## config.mk

```make
export PLATFORM = sky130hd
export DESIGN_NAME = itvl_top
export DESIGN_NICKNAME = d
export VERILOG_FILES = /design/src/hw/itvl_pkg.sv /design/src/hw/itvl_vote_if.sv /design/src/hw/itvl_vote.sv /design/src/hw/itvl_top.sv
export VERILOG_INCLUDE_DIRS = /design/src /design/src/hw
export SDC_FILE = /design/constraint.sdc
export NUM_CORES = 1
export LEC_CHECK = 0
export ABC_AREA = 0
export ABC_CLOCK_PERIOD_IN_PS = 2830
export BUFFER_PORTS_ARGS = -buffer_cell sky130_fd_sc_hd__buf_4
export CAP_MARGIN = 20
export CORE_ASPECT_RATIO = 1.1
export CORE_MARGIN = 5
export CORE_UTILIZATION = 40
export DETAILED_ROUTE_END_ITERATION = 10
export MAX_ROUTING_LAYER = met4
export PLACE_DENSITY = 0.68
export SLEW_MARGIN = 20
export SYNTH_ARGS = -nofsm -noshare
export SYNTH_HDL_FRONTEND = slang
export SYNTH_HIERARCHICAL = 1
export SYNTH_SLANG_ARGS = --single-unit
```

## constraint.sdc

```tcl
create_clock -name clk -period 2.83 [get_ports clk]
set_input_delay 0.849 -clock clk [delete_from_list [all_inputs] [get_ports clk]]
set_output_delay 0.849 -clock clk [all_outputs]
set_load 0.005 [all_outputs]
```

## src/hw/itvl_defines.svh

```systemverilog
// Constants of the isolation trip voting logic: sizes, input indices and register map.
// Assumes inclusion by bare name from the package and the design files.
`ifndef ITVL_DEFINES_SVH
`define ITVL_DEFINES_SVH

`define ITVL_NDIV        4
`define ITVL_NVAR        8
`define ITVL_NMOV        12

`define ITVL_VAR_LOWLOW  0
`define ITVL_VAR_DWPRESS 1
`define ITVL_VAR_MSLFLOW 2
`define ITVL_VAR_MSLTEMP 3
`define ITVL_VAR_CONDVAC 4
`define ITVL_VAR_TURBIN  5
`define ITVL_VAR_LOWEST  6
`define ITVL_VAR_AREATMP 7

`define ITVL_MOV_HRIN_A  0
`define ITVL_MOV_HROUT_A 3
`define ITVL_MOV_TCIN    6
`define ITVL_MOV_TCOUT   7
`define ITVL_MOV_WCIN    8
`define ITVL_MOV_WCOUT   9
`define ITVL_MOV_SDC     10
`define ITVL_MOV_HSPRAY  11

`define ITVL_ADDR_W      8
`define ITVL_REG_CTRL    8'h00
`define ITVL_REG_STATUS  8'h04
`define ITVL_REG_CHAN    8'h08
`define ITVL_CTRL_TEST   0
`define ITVL_CTRL_ALMEN  1
`define ITVL_CTRL_RST    2'h2

`endif

```

## src/hw/itvl_pkg.sv

```systemverilog
// Types and shared functions of the isolation trip voting logic.
// Assumes the defines header is on the include path.
`default_nettype none
`include "itvl_defines.svh"
package itvl_pkg;
  typedef logic [`ITVL_NDIV-1:0] itvl_div_t;
  typedef enum logic [1:0] {PR_IDLE, PR_WITHDRAW, PR_CLOSED} itvl_probe_state_t;

  function automatic logic itvl_two_of(input itvl_div_t v);
    int n;
    n = 0;
    for (int i = 0; i < `ITVL_NDIV; i++) begin
      n += int'(v[i]);
    end
    return n >= 2;
  endfunction : itvl_two_of
endpackage : itvl_pkg
`default_nettype wire

```

## src/hw/itvl_vote_if.sv

```systemverilog
// Bundle between the top logic and the channel voter.
// Assumes both ends run on the same clock.
`timescale 1ns/1ps
`default_nettype none
interface itvl_vote_if #(parameter int NVAR = 8);
  logic [NVAR*4-1:0] chan;
  logic [3:0]        divByp;
  logic [NVAR-1:0]   varByp;
  logic [NVAR-1:0]   varTrip;
  modport voter (input chan, input divByp, input varByp, output varTrip);
  modport owner (output chan, output divByp, output varByp, input varTrip);
endinterface : itvl_vote_if
`default_nettype wire

```

## src/hw/itvl_vote.sv

```systemverilog
// Two-out-of-four voter over every monitored variable.
// Assumes synchronised channel trips; a bypassed division drops its channel.
`timescale 1ns/1ps
`default_nettype none
module itvl_vote #(
  parameter int NVAR = 8
) (
  itvl_vote_if.voter vif
);
  import itvl_pkg::*;

  // With one division bypassed, the remaining three vote two out of three.
  always_comb begin
    for (int v = 0; v < NVAR; v++) begin
      vif.varTrip[v] = !vif.varByp[v] && itvl_two_of(vif.chan[v*4 +: 4] & ~vif.divByp);
    end
  end
endmodule : itvl_vote
`default_nettype wire

```

## src/hw/itvl_top.sv

```systemverilog
// Isolation trip voting logic: voting, trip latches, valve commands and alarms.
// Assumes inputs synchronous to clk; solenoid valve outputs are high to hold a valve open.
//
// Implementation choices: strobed register access and the register offsets.
`timescale 1ns/1ps
`default_nettype none
`include "itvl_defines.svh"
// Function
// Outboard heat removal valves from divisions two,three,one.
// Cooling loop inboard division one, outboard two.
// Lowest level or drywell pressure withdraws probes.
// Manual command isolates all automatic valves.
// Trip overrides individual valve open switches.
// Trips latch; reset ignored while cause present.
// No reopening before trip logic reset.
// Four keylocked divisional bypass inputs.
// At most one division bypassed.
// Bypass turns vote into two-of-three.
// Same bypass removes protection system channels.
// Turbine inlet pressure bypassed outside run.
// Keylocked condenser vacuum startup bypass.
// Vacuum bypassed at low dome pressure/valve.
// Steam isolation needs per-division pushbuttons.
// Motor valves seal in until full travel.
// Solenoid outputs high hold valves open.
// Alarm and indication outputs provided.
// Alarm outputs are strictly one-directional.
// Poison injection start isolates cleanup loop.
// High reactor pressure inhibits opening, no trip.
// Every channel feeds all divisional votes.
// Two solenoids per steam valve, both drop.
// Drain valves close on paired divisions.
// All isolation outputs are fail-safe.
// Second bypass request rejected, first kept.
// All discrete inputs synchronised first.
module itvl_top #(
  parameter logic [`ITVL_NMOV-1:0] THROTTLE_MASK = 12'h000
) (
  input  wire  logic                          clk,
  input  wire  logic                          sys_rst,
  input  wire  logic [`ITVL_ADDR_W-1:0]       regAddr,
  input  wire  logic [31:0]                   regWdata,
  input  wire  logic                          regWr,
  input  wire  logic                          regRd,
  output logic [31:0]                         regRdata,
  input  wire  logic [`ITVL_NVAR*4-1:0]       chanTrip,
  input  wire  itvl_pkg::itvl_div_t           divBypassKey,
  input  wire  logic                          modeRun,
  input  wire  logic                          condVacBypassKey,
  input  wire  logic                          domePressLow,
  input  wire  logic                          stopValveBelow90,
  input  wire  itvl_pkg::itvl_div_t           manualMslPb,
  input  wire  logic                          manualSysIso,
  input  wire  logic                          logicReset,
  input  wire  logic                          poisonStart,
  input  wire  logic                          reactorPressHigh,
  input  wire  logic [`ITVL_NMOV-1:0]         movOpenSw,
  input  wire  logic [`ITVL_NMOV-1:0]         movCloseSw,
  input  wire  logic [`ITVL_NMOV-1:0]         movLimitOpen,
  input  wire  logic [`ITVL_NMOV-1:0]         movLimitClosed,
  input  wire  logic                          msivOpenSw,
  input  wire  logic [1:0]                    drainOpenSw,
  input  wire  logic                          probeWithdrawn,
  input  wire  itvl_pkg::itvl_div_t           logicFault,
  input  wire  itvl_pkg::itvl_div_t           powerFail,
  output logic                                msivSolA,
  output logic                                msivSolB,
  output logic [1:0]                          drainSolHold,
  output logic [`ITVL_NMOV-1:0]               movOpenCmd,
  output logic [`ITVL_NMOV-1:0]               movCloseCmd,
  output logic                                probeIsoReq,
  output logic                                ballValveHold,
  output logic                                purgeValveHold,
  output itvl_pkg::itvl_div_t                 rpsChanBypass,
  output logic [7:0]                          alarmOut,
  output logic                                bypassReject
);
  import itvl_pkg::*;

  localparam int NV = `ITVL_NVAR;
  localparam int NM = `ITVL_NMOV;
  localparam int SW = NV*4 + 4*4 + 8 + NM*4 + 1 + 2 + 1;

  logic [SW-1:0] sync1_q;
  logic [SW-1:0] sync2_q;
  logic [NV*4-1:0] chanS;
  itvl_div_t keyS, pbS, faultS, pwrS;
  logic modeRunS, cvKeyS, domeLowS, svLowS, sysIsoS, resetS, poisonS, pressHighS;
  logic [NM-1:0] openSwS, closeSwS, limOpenS, limClosedS;
  logic msivSwS, withdrawnS;
  logic [1:0] drainSwS;

  // Two-stage synchroniser; only the second stage is decoded.
  always_ff @(posedge clk) begin
    if (sys_rst) begin
      sync1_q <= '0;
      sync2_q <= '0;
    end else begin
      sync1_q <= {chanTrip, divBypassKey, modeRun, condVacBypassKey, domePressLow,
                  stopValveBelow90, manualMslPb, manualSysIso, logicReset, poisonStart,
                  reactorPressHigh, movOpenSw, movCloseSw, movLimitOpen, movLimitClosed,
                  msivOpenSw, drainOpenSw, probeWithdrawn, logicFault, powerFail};
      sync2_q <= sync1_q;
    end
  end
  assign {chanS, keyS, modeRunS, cvKeyS, domeLowS, svLowS, pbS, sysIsoS, resetS, poisonS,
          pressHighS, openSwS, closeSwS, limOpenS, limClosedS, msivSwS, drainSwS,
          withdrawnS, faultS, pwrS} = sync2_q;

  // Divisional bypass: first key wins, later keys are refused.
  itvl_div_t divByp_q, grant;
  always_comb begin
    grant = divByp_q;
    if (divByp_q == '0) begin
      grant = keyS & (~keyS + 4'h1);
    end else if ((divByp_q & keyS) == '0) begin
      grant = '0;
    end
  end
  always_ff @(posedge clk) begin
    if (sys_rst) begin
      divByp_q     <= '0;
      bypassReject <= 1'b0;
    end else begin
      divByp_q     <= grant;
      bypassReject <= |(keyS & ~grant);
    end
  end

  itvl_vote_if #(.NVAR(NV)) vif ();
  logic [NV-1:0] varTrip;
  always_comb begin
    vif.chan   = chanS;
    vif.divByp = divByp_q;
    vif.varByp = '0;
    vif.varByp[`ITVL_VAR_TURBIN]  = !modeRunS;
    vif.varByp[`ITVL_VAR_CONDVAC] = cvKeyS || domeLowS || svLowS;
  end
  assign varTrip = vif.varTrip;
  itvl_vote #(.NVAR(NV)) itvl_vote_inst (.vif(vif));

  // Initiating signals per division; votes are the same in every division.
  logic mslVote, procVote, probeInit;
  itvl_div_t mslInit, procInit;
  assign mslVote  = varTrip[`ITVL_VAR_LOWLOW] || varTrip[`ITVL_VAR_MSLFLOW] ||
                    varTrip[`ITVL_VAR_MSLTEMP] || varTrip[`ITVL_VAR_CONDVAC] ||
                    varTrip[`ITVL_VAR_TURBIN];
  assign procVote = varTrip[`ITVL_VAR_DWPRESS] || varTrip[`ITVL_VAR_LOWEST] ||
                    varTrip[`ITVL_VAR_AREATMP];
  assign probeInit = varTrip[`ITVL_VAR_LOWEST] || varTrip[`ITVL_VAR_DWPRESS];
  assign mslInit  = {4{mslVote || sysIsoS}} | pbS;
  assign procInit = {4{procVote || sysIsoS}};

  // Trip latches; an active cause keeps its latch set through a reset.
  itvl_div_t mslTrip_q, procTrip_q;
  logic poison_q, probeIso_q;
  always_ff @(posedge clk) begin
    if (sys_rst) begin
      mslTrip_q  <= '0;
      procTrip_q <= '0;
      poison_q   <= 1'b0;
      probeIso_q <= 1'b0;
    end else begin
      mslTrip_q  <= mslInit | (mslTrip_q & {4{!resetS}});
      procTrip_q <= procInit | (procTrip_q & {4{!resetS}});
      poison_q   <= poisonS || (poison_q && !resetS);
      probeIso_q <= probeInit || (probeIso_q && !resetS);
    end
  end

  // Isolation demand per motor-operated valve.
  logic [NM-1:0] isoMov, inhibitMov;
  always_comb begin
    isoMov = '0;
    for (int k = 0; k < 3; k++) begin
      isoMov[`ITVL_MOV_HRIN_A + k]  = procTrip_q[k];
      isoMov[`ITVL_MOV_HROUT_A + k] = procTrip_q[(k + 1) % 3];
    end
    isoMov[`ITVL_MOV_TCIN]   = procTrip_q[0];
    isoMov[`ITVL_MOV_TCOUT]  = procTrip_q[1];
    isoMov[`ITVL_MOV_WCIN]   = procTrip_q[0] || poison_q;
    isoMov[`ITVL_MOV_WCOUT]  = procTrip_q[1] || poison_q;
    isoMov[`ITVL_MOV_SDC]    = procTrip_q[1];
    isoMov[`ITVL_MOV_HSPRAY] = procTrip_q[0];
    inhibitMov = '0;
    inhibitMov[`ITVL_MOV_SDC]    = pressHighS;
    inhibitMov[`ITVL_MOV_HSPRAY] = pressHighS;
  end

  // Travel seal-in; trips force close and block any open request.
  logic [NM-1:0] closeSeal_q, openSeal_q, closeReq, openReq;
  assign closeReq = isoMov | closeSwS;
  assign openReq  = openSwS & ~closeReq & ~inhibitMov;
  always_ff @(posedge clk) begin
    if (sys_rst) begin
      closeSeal_q <= '0;
      openSeal_q  <= '0;
    end else begin
      for (int i = 0; i < NM; i++) begin
        if (THROTTLE_MASK[i]) begin
          closeSeal_q[i] <= closeReq[i];
          openSeal_q[i]  <= openReq[i];
        end else begin
          closeSeal_q[i] <= closeReq[i] || (closeSeal_q[i] && !limClosedS[i]);
          openSeal_q[i]  <= !closeReq[i] && !inhibitMov[i] &&
                            (openReq[i] || (openSeal_q[i] && !limOpenS[i]));
        end
      end
    end
  end
  assign movCloseCmd = closeSeal_q;
  assign movOpenCmd  = openSeal_q;

  // Solenoid pneumatic valves: energised holds open, so losing drive isolates.
  always_ff @(posedge clk) begin
    if (sys_rst) begin
      msivSolA     <= 1'b0;
      msivSolB     <= 1'b0;
      drainSolHold <= 2'h0;
    end else begin
      msivSolA        <= msivSwS && !itvl_two_of(mslTrip_q);
      msivSolB        <= msivSwS && !itvl_two_of(mslTrip_q);
      drainSolHold[0] <= drainSwS[0] && !(mslTrip_q[0] || mslTrip_q[3]);
      drainSolHold[1] <= drainSwS[1] && !(mslTrip_q[1] || mslTrip_q[2]);
    end
  end

  // Probe withdrawal: withdraw first, then drop ball and purge valves.
  itvl_probe_state_t probeState_q;
  always_ff @(posedge clk) begin
    if (sys_rst) begin
      probeState_q <= PR_IDLE;
    end else begin
      case (probeState_q)
        PR_IDLE: begin
          if (probeIso_q) probeState_q <= PR_WITHDRAW;
        end
        PR_WITHDRAW: begin
          if (withdrawnS) probeState_q <= PR_CLOSED;
        end
        default: begin
          if (!probeIso_q) probeState_q <= PR_IDLE;
        end
      endcase
    end
  end
  always_ff @(posedge clk) begin
    if (sys_rst) begin
      probeIsoReq    <= 1'b0;
      ballValveHold  <= 1'b0;
      purgeValveHold <= 1'b0;
    end else begin
      probeIsoReq    <= probeIso_q;
      ballValveHold  <= probeState_q != PR_CLOSED;
      purgeValveHold <= probeState_q != PR_CLOSED;
    end
  end

  // Control register and one-way alarm and status outputs.
  logic [1:0] ctrl_q;
  always_ff @(posedge clk) begin
    if (sys_rst) begin
      ctrl_q <= `ITVL_CTRL_RST;
    end else if (regWr && regAddr == `ITVL_REG_CTRL) begin
      ctrl_q <= regWdata[1:0];
    end
  end
  always_ff @(posedge clk) begin
    if (sys_rst) begin
      regRdata <= '0;
    end else if (regRd && regAddr == `ITVL_REG_CTRL) begin
      regRdata <= {30'h0, ctrl_q};
    end else if (regRd && regAddr == `ITVL_REG_STATUS) begin
      regRdata <= {16'h0, 2'h0, poison_q, probeIso_q, divByp_q, procTrip_q, mslTrip_q};
    end else if (regRd && regAddr == `ITVL_REG_CHAN) begin
      regRdata <= {24'h0, varTrip};
    end else begin
      regRdata <= '0;
    end
  end

  logic [7:0] alarm_d;
  always_comb begin
    alarm_d[0] = sysIsoS || (|pbS);
    alarm_d[1] = |chanS;
    alarm_d[2] = (|mslTrip_q) || (|procTrip_q);
    alarm_d[3] = (|faultS) || (|divByp_q);
    alarm_d[4] = (|divByp_q) || (|vif.varByp);
    alarm_d[5] = |(openSwS & isoMov) || (msivSwS && itvl_two_of(mslTrip_q));
    alarm_d[6] = ctrl_q[`ITVL_CTRL_TEST];
    alarm_d[7] = |pwrS;
  end
  always_ff @(posedge clk) begin
    if (sys_rst) begin
      alarmOut      <= '0;
      rpsChanBypass <= '0;
    end else begin
      alarmOut      <= alarm_d & {8{ctrl_q[`ITVL_CTRL_ALMEN]}};
      rpsChanBypass <= divByp_q;
    end
  end
endmodule : itvl_top
`default_nettype wire

```

After elaboration in Yosys (flattened, before gate mapping). Index checks and enable logic that the tools add are counted.

Reductions and logical operators: 155. $lt $le $gt $ge: 9. Add/subtract/negate cells: 28. Equality and inequality tests: 7. Bitwise logic cells: 26. Muxes and demuxes: 9.

Operators with widths (count): adder 32 x 2 -> 32 bit (16); >= comparator 32 x 3 -> 1 bit (second input constant) (8); bitwise AND 4 bit (13); logical AND 1 bit (50); logical OR 1 bit (45); zero test 1 bit (43); bitwise AND 12 bit (3); OR reduction 32 bit (1); OR reduction 4 bit (7); NOT 12 bit (2); adder 1 x 1 -> 2 bit (9); two-way mux 14 bit (1); NOT 4 bit (3); bitwise OR 12 bit (1); bitwise OR 4 bit (3); OR reduction 12 bit (1); bitwise AND 8 bit (1); equality test 8 x 3 -> 1 bit (second input constant) (1); equality test 8 x 4 -> 1 bit (second input constant) (1); zero test 4 bit (2); zero test 8 bit (1); two-way mux 2 bit (4); two-way mux 4 bit (2); two-way mux 8 bit (1); other kinds (12) (15).

Flip-flop bits (word level): 308. Word-level logic and storage cells: 255.

Longest topological paths before layout. Gate-level depths: netlist (run 1).

Depth in word-level cells: 13. Depth in mapped cells: 7. Mapped depth without buffers: 7.

Modules after synthesis. Netlist (run 1), hierarchy kept.

Modules (own cells, without submodules): itvl_top (cells an instance 787, area an instance 8704.6 sq um, times used 1); itvl_vote (cells an instance 57, area an instance 466.7 sq um, times used 1).

Worst setup path before layout (run 1). OpenSTA, ideal clock, no wires.

Path type: register to register. From: reg divByp_q[0]. To: reg mslTrip_q[0]. Stages on the path, launching flop included: 8. Period minus slack after synthesis: 2.239 ns. Setup time: 0.135 ns. Data arrival time: 2.104 ns. Path slack: 0.591 ns. Buffers on the path: 0. Cells stage by stage: dfxtp_1 > nor2b_1 > fa_1 > nand3b_1 > a21oi_1 > or4_1 > nor3_1 > a21oi_1.

Cells in the longest elaborated chain, start to end: 13. Elaborated cells between the ends (all ways): 35. Classes of those cells: add/sub (15); order compare (5); bitwise (8); reduce/logical (7).

Ends and longest elaborated chain: start: declaration (line itvl_top.sv:111) `itvl_div_t divByp_q, grant;`; start signal: assignment (line itvl_top.sv:125) `divByp_q <= grant;`; NOT 4 bit (line itvl_vote.sv:15) `vif.varTrip[v] = !vif.varByp[v] && itvl_two_of(vif.chan[v*4 +: 4] & ~vif.divByp);`; bitwise AND 4 bit (line itvl_vote.sv:15); adder 1 x 1 -> 2 bit (line itvl_pkg.sv:13) `n += int'(v[i]);`; adder 32 x 2 -> 32 bit (2 in a row) (line itvl_pkg.sv:13); >= comparator 32 x 3 -> 1 bit (line itvl_pkg.sv:15) `return n >= 2;`; named net varTrip[2] (line itvl_top.sv:131) `logic [NV-1:0] varTrip;`; logical OR 1 bit (4 in a row) (line itvl_top.sv:145) `` assign mslVote = varTrip[`ITVL_VAR_LOWLOW] || varTrip[`ITVL_VAR_MSLFLOW] || ``; logical OR 1 bit (line itvl_top.sv:151) `assign mslInit = {4{mslVote || sysIsoS}} | pbS;`; bitwise OR 4 bit (line itvl_top.sv:151); bitwise OR 4 bit (line itvl_top.sv:164) `mslTrip_q <= mslInit | (mslTrip_q & {4{!resetS}});`; end signal: assignment (line itvl_top.sv:164); end: declaration (line itvl_top.sv:155) `itvl_div_t mslTrip_q, procTrip_q;`.

The timed path passes the listed nets, and every way through them passes these cells. A chain may end at the register's enable or synchronous reset.

Worst setup path after layout (run 1).
From: reg divByp_q[3]. To: reg mslTrip_q[0].

Elaborated cells between the ends (all ways): 25. Classes of those cells: add/sub (5); order compare (5); bitwise (8); reduce/logical (7).

RTL lines (line): NOT 4 bit (itvl_vote.sv:15); bitwise AND 4 bit (itvl_vote.sv:15); adder 32 x 2 -> 32 bit (itvl_pkg.sv:13); >= comparator 32 x 3 -> 1 bit (itvl_pkg.sv:15); named net varTrip[3] (itvl_top.sv:131); logical OR 1 bit (3 in a row) (itvl_top.sv:145); logical OR 1 bit (itvl_top.sv:151); bitwise OR 4 bit (itvl_top.sv:151); bitwise OR 4 bit (itvl_top.sv:164).

The timed path passes the listed nets, and every way through them passes these cells.

==> results.md, run 1 <==
* Crit path max fanout at 7
* Post-CTS Setup Repair Bufs at 0
* Most frequent cells in the layout: dfxtp_1, nor2b_1, buf_4
* Via count at 5892
* Port Buffer Count at 179
* First-pass GRT wire length at 29500 um
* Final Slew Violations at 0
* Hold Slack at 0.432 ns
* Initial DRT Pass Iterations at 4
* Fillers at 2061
* #FFs+latches synth at 290
* Peak VDD IR at 0.000491 V
* Final setup viols at 0
* DRT Wirelength at 18900 um
* CTS Buffer Depth at 3
* Core ar. at 0.0227 mm^2
* Vias in the first global route at 5714
* Fmax at 0.389 GHz
* Die W at 154 um
* Ranking of synthesized cells by area: dfxtp_1, nor2b_1, a21oi_1
* Number of synthesized flops with an enable pin at 0
* Power consumption at 8.80 mW
* CTS clock-pin slew for the worst setup and hold paths at 0.07 ns
* Startpoint Class: flop
* Yosys cell types at 43
* Main synth FF type: dfxtp_1
* Initial antenna violation count at 0
* Sequential fraction of the synthesis area at 63.3%
* Max_slew headroom at 51.6%
* Yosys warns at 6
* H-tree depth at 1
* Die height at 169 um
* Syn_area_per_cell at 10.9 um^2
* Run status: complete, no violations
* WP data arrival at 2.96 ns
* Largest net degree at the start of global routing at 129
* CP Class: flop to flop
* Setup TNS at 0 ns
* Area leader, netlist: dfxtp_1
* # Max-Cap Violations at 0
* I/O pins at 228
* Latest clock arrival within the worst-skew pair at 0.52 ns
* Worst-margin pin slew at 0.725 ns
* Crit path required time at 3.22 ns
* Post_cts resized at 0
* Final Hold Violating Endpoints at 0
* Antenna diodes at 0
* Clk sinks at 290
* Clock Skew at 0.00985 ns
* PwrDens at 749 mW/mm^2
* Gpl congestion at 0.790
* Cell Area, Synth at 0.00917 mm^2
* Lkg Pwr at 4.98 nW
* Clock root buffer master: clkbuf_16
* Number of vias per cell at 4.38
* RSZ-0062 raised after global routing: false
* Grt total ovfl at 0
* 1st-iter DRT viols at 192
* Initial Util at 40.4%
* Top-area cell type share of the netlist area at 63.3%
* Worst Hold Class: flop to flop
* Antenna-violating nets left at 0
* DRC viols at 0
* DIE AREA at 0.0261 mm^2
* # nets final at 1188
* TritonCTS clock tree: done
* Total CTS buffers at 28
* Crit share post-route at 90.8%
* Asr flop ratio synth at 0%
* Post-layout min period at 2.57 ns
* Post-CTS Hold Buffers at 0
* Post-DP HPWL at 13400 um
* Area growth, synth to finish at 28.0%
* Commonest non-fill, non-tap cell in the layout: dfxtp_1
* Layout cells sized above 1 at 23.2%
* FP Rows at 58
* Gate Count Post-Synth at 844
* WL/cell at 14.0 um
* Setup crit end kind: flop
* Total GRT Usage at 14.4%
-- flip-flops by register name, indices dropped and copies added, names as in the netlist, 8 cells and up --
signal	flops
movOpenCmd	12
sync2_q	108
regRdata	14
alarmOut	8
movCloseCmd	12
sync1_q	108
-- layout make-up --
cell class	instances	area, um^2	area share [%]
Timing Repair Buffer	186	1430	12.2
Tap cell	300	375	3.20
Multi-Input combinational cell	493	3050	26.0
Inverter	26	97.6	0.831
Clock buffer	36	792	6.75
Clock inverter	14	189	1.61
Sequential cell	290	5810	49.5
-- layer usage --
| metal | GRT usage [%] | routed length (um) |
|---|---|---|
| met5 | - | 0 |
| met4 | 4.26 | 397 |
| met3 | 2.81 | 1210 |
| met2 | 23.6 | 9120 |
| met1 | 18.1 | 8170 |
-- final timing paths --
path	cells after the start	end	start	slack, ns
max	7	mslTrip_q[0]	divByp_q[3]	0.26
min	1	sync2_q[34]	sync1_q[34]	0.43
max reg2reg	7	mslTrip_q[0]	divByp_q[3]	0.26
min reg2reg	1	sync2_q[34]	sync1_q[34]	0.43
-- report_power, final --
group / internal [mW] / switching [mW]
clock network: 2.34 / 1.50
logic: 0.321 / 0.244
registers: 4.28 / 0.102
-- metrics by stage --
step                      worst slack, ns  area (um^2)  utilization [%]  std cells
after global routing               0.0874        11700             51.7       1345
after floorplan                     0.591         9260                -        867
after global placement              0.333        10800             47.4       1295
after CTS                           0.229        11700             51.7       1345
after detailed placement            0.246        10800             47.4       1295
final                               0.259        11700             51.7       1345
-- cells in the mapped netlist (3+ instances only) --
cell type  instances
clkbuf_1          31
nor2b_1          242
and2b_2            7
o21ai_0            8
fa_1               8
and3_1             7
nor2_1            42
inv_1             25
nor4_1            21
dfxtp_1          290
nand4_1            3
a21oi_1           53
buf_1              4
nor3_1             7
ha_1               3
a22oi_1            8
mux2i_1            3
buf_4             20
nand2_1            7
nand3b_1           7
nand2b_1          16
nor4b_1            5
-- kinds of logic after synthesis --
logic type	share of synthesized area (%)
flops	63.3
simple gates	24.9
buf+inv	4.37
other cells	0.0409
mux	0.327
fa+ha+maj	2.16
compound gates	4.95
-- worst max-delay path: stages (launching register included) --
cell and delay [ns]:
dfxtp_1 0.46, and2b_2 0.25, ha_1 0.27, a211oi_1 0.29, nor2_1 0.09, or4_1 0.56
nor3_1 0.40, a21oi_1 0.12
No activity file was read; power rests on OpenSTA's default activity.
==> run 2: changes to the inputs <==
- ABC_CLOCK_PERIOD_IN_PS: 2830 -> 2650
- SLEW_MARGIN: 20 -> unset
- SYNTH_HIERARCHICAL: 1 -> unset
- clock period: 2.83 -> 2.65 ns (I/O delays scaled with it)
==> results.md, run 2 <==
* Post_cts resized at 0 (unchanged)
* CTS clock-pin slew for the worst setup and hold paths at 0.06 ns (was 0.07 ns)
* Latest clock arrival within the worst-skew pair at 0.53 ns (was 0.52 ns)
* Cell Area, Synth at 0.00917 mm^2 (about the same)
* # Max-Cap Violations at 0 (unchanged)
* # nets final at 1193 (was 1188)
* Most frequent cell after synthesis: dfxtp_1 (unchanged)
* Worst Hold Class: flop to flop (unchanged)
* DIE AREA at 0.0260 mm^2 (was 0.0261 mm^2)
* Clock Skew at 0.0173 ns (was 0.00985 ns)
* Die height at 169 um (about the same)
* Met2 WL at 9020 um (was 9120 um)
* RSZ-0062 raised after global routing: false (unchanged)
* Ranking of synthesized cells by area: dfxtp_1, nor2b_1, ha_1 (was dfxtp_1, nor2b_1, a21oi_1)
* Run status: complete, no violations (unchanged)
* Crit path top cell by count: ha_1
* Max_slew headroom at 29.9% (was 51.6%)
* Clock power frac at 43.2% (was 43.7%)
* Internal Pwr Total at 7.42 mW (was 6.95 mW)
* Sw power at 1.97 mW (was 1.85 mW)
* Antenna-violating nets left at 0 (unchanged)
* 1st-iter DRT viols at 241 (was 192)
* #FFs+latches synth at 290 (unchanged)
* Sequential Area at 0.00581 mm^2 (unchanged)
* Most common library cells after synthesis: dfxtp_1, nor2b_1, a21oi_1, nor2_1, clkbuf_1 (unchanged)
* Total CTS buffers at 28 (unchanged)
* Fmax at 0.418 GHz (was 0.389 GHz)
* Highest Signal Layer: met4 (unchanged)
* CP Class: flop to flop (unchanged)
* Sequential fraction of the synthesis area at 63.3% (about the same)
* Post-DP HPWL at 13500 um (was 13400 um)
* Setup crit end kind: flop (unchanged)
* Port Buffer Count at 179 (unchanged)
* I/O pins at 228 (unchanged)
* Largest family of logic cells by synthesized area: simple AND/OR/NAND/NOR gates (unchanged)
* Grt total ovfl at 0 (unchanged)
* Layout cells sized above 1 at 23.5% (was 23.2%)
* Lkg Pwr at 5.08 nW (was 4.98 nW)
* Part of the power in combinational logic at 6.8% (was 6.4%)
* Seq pwr share at 49.9% (about the same)
* Final Slew Violations at 0 (unchanged)
* Initial antenna violation count at 3 (was 0)
* Gate Count Post-Synth at 842 (was 844)
* Initial DRT Pass Iterations at 4 (unchanged)
* DRT Wirelength at 18600 um (was 18900 um)
* Top-area cell type share of the netlist area at 63.3% (about the same)
* Asr flop ratio synth at 0% (unchanged)
* PwrDens at 795 mW/mm^2 (was 749 mW/mm^2)
* XOR/XNOR Fraction of Synth Area at 0% (unchanged)
* Largest regs: sync1_q: 108 flops, sync2_q: 108 flops, regRdata: 14 flops (unchanged)
* Post-layout min period at 2.39 ns (was 2.57 ns)
* Final setup viols at 0 (unchanged)
* CP Cell Sequence: nor2b_1, ha_1, ha_1, and3b_1, or4_1, nor3_1, a31oi_1 (was and2b_2, ha_1, a211oi_1, nor2_1, or4_1, nor3_1, a21oi_1)
* TritonCTS clock tree: done (unchanged)
* Startpoint Class: flop (unchanged)
* Finished Layout Cells at 1345 (unchanged)
* Gpl congestion at 0.789 (was 0.790)
* Multiplexer share of the synthesized area at 0.109% (was 0.327%)
* Core ar. at 0.0227 mm^2 (unchanged)
* Commonest non-fill, non-tap cell in the layout: dfxtp_1 (unchanged)
* Crit share post-route at 90.4% (was 90.8%)
* Yosys cell types at 43 (unchanged)
* WP data arrival at 2.80 ns (was 2.96 ns)
* Net switching share of the total power at 21.0% (about the same)
* First-pass GRT wire length at 29800 um (was 29500 um)
* Vias in the first global route at 5773 (was 5714)
* Number of synthesized flops with an enable pin at 0 (unchanged)
* Final Hold Violating Endpoints at 0 (unchanged)
* Largest net degree at the start of global routing at 68 (was 129)
* Initial Util at 40.4% (about the same)
* Post-CTS Hold Buffers at 0 (unchanged)
* H-tree depth at 1 (unchanged)
* Wire length on met3 at 1510 um (was 1210 um)
* CTS Buffer Depth at 3 (unchanged)
* Area leader, netlist: dfxtp_1 (unchanged)
* M1 WL at 7630 um (was 8170 um)
* Via count at 5946 (was 5892)
* Clk sinks at 290 (unchanged)
* Post-Synth Simple-Gate Area at 24.4% (was 24.9%)
* Crit path max fanout at 7 (unchanged)
* Post-CTS Setup Repair Bufs at 0 (unchanged)
* Hold Slack at 0.412 ns (was 0.432 ns)
* Area of the multi-input gates at 0.00305 mm^2 (about the same)
* Worst-margin pin slew at 1.04 ns (was 0.725 ns)
* WL/cell at 13.8 um (was 14.0 um)
* Area growth, synth to finish at 28.9% (was 28.0%)
* Total GRT Usage at 14.5% (was 14.4%)
* Main synth FF type: dfxtp_1 (unchanged)
* DRC viols at 0 (unchanged)
* Die W at 154 um (about the same)
* Most frequent cells in the layout: dfxtp_1, nor2b_1, buf_4 (unchanged)
* Cells after DPL at 1293 (was 1295)
* Clock root buffer master: clkbuf_16 (unchanged)
* Crit-path slowest cell: dfxtp_1 (was or4_1)
* Number of vias per cell at 4.42 (was 4.38)
* Syn_area_per_cell at 10.9 um^2 (about the same)
* Fillers at 1986 (was 2061)
* Crit path required time at 3.05 ns (was 3.22 ns)
* Peak VDD IR at 0.000460 V (was 0.000491 V)
* Synth Area in Adders at 2.54% (was 2.16%)
* Setup TNS at 0 ns (unchanged)
* Delay of the slowest cell on the worst path at 0.48 ns (was 0.56 ns)
* FP Rows at 58 (unchanged)
* Compound-Gate Fraction of Synth Area at 5.49% (was 4.95%)
* Yosys warns at 0 (was 6)
==> run 2: cell count changes in the layout (fill, tap and decap cells not counted), sizes merged, moves of 7 or more <==
cell	delta
a21oi	-13
and2b	-8
and3	-7
buf	+8
fa	-7
ha	+14
inv	-7
nand3b	-7
==> run 2: per-layer routing <==
metal | vias to the layer above | global-route usage, %
li1 | 3074 | -
met4 | 0 | 4.19
met3 | 39 | 4.01
met5 | - | -
met1 | 2681 | 17.5
met2 | 152 | 23.8
==> run 2: power by group through the flow <==
stage	Clock (mW)	Combinational, mW	Sequential, mW
5_1_grt	4.36	0.719	4.72
6_report	4.06	0.639	4.69
3_3_place_gp	0	0.640	4.79
3_5_place_dp	0	0.650	4.79
4_1_cts	4.18	0.654	4.69
2_1_floorplan	0	0.364	4.74
==> run 2: through the flow <==
stage	utilization (%)	power [mW]	cell area, um^2	setup WS (ns)
after global placement	47.7	5.43	10800	0.316
after global routing	52.0	9.80	11800	0.0967
after floorplan	-	5.11	9230	0.218
after CTS	52.0	9.53	11800	0.253
final	52.0	9.39	11800	0.256
after detailed placement	47.7	5.44	10800	0.263
==> run 2: worst max-delay path, delay by kind of cell (launching register included) <==
family	cells	cell delay, ns
compound gates	1	0.13
fa+ha+maj	2	0.59
flops	1	0.48
simple gates	4	1.06
==> run 2: cells by family (layout without fill, tap and decap cells) <==
kind of cell / Yosys count / after routing
and+or+nand+nor: 371 / 371
DFF: 290 / 290
AOI/OAI and AO/OA: 82 / 82
buffers and inverters: 79 / 262
adders and majority gates: 18 / 18
other: 1 / 21
muxes: 1 / 1
==> run 2: area by class of cell <==
type | instances | share of cell area [%]
diodes | 3 | 0.0636
clock buffers | 38 | 7.02
clock inverters | 11 | 1.19
inverters | 19 | 0.604
multi-input cells | 490 | 25.8
flip-flops and latches | 290 | 49.1
well taps | 300 | 3.18
repair buffers | 194 | 13.0
==> run 2: path summary, 6_finish.rpt <==
path / startpoint / end / slack, ns / cells past startpoint
min: sync2_q[60] / movOpenCmd[10] / 0.41 / 1
max: divByp_q[0] / mslTrip_q[2] / 0.26 / 7
min reg2reg: sync2_q[60] / movOpenCmd[10] / 0.41 / 1
max reg2reg: divByp_q[0] / mslTrip_q[2] / 0.26 / 7
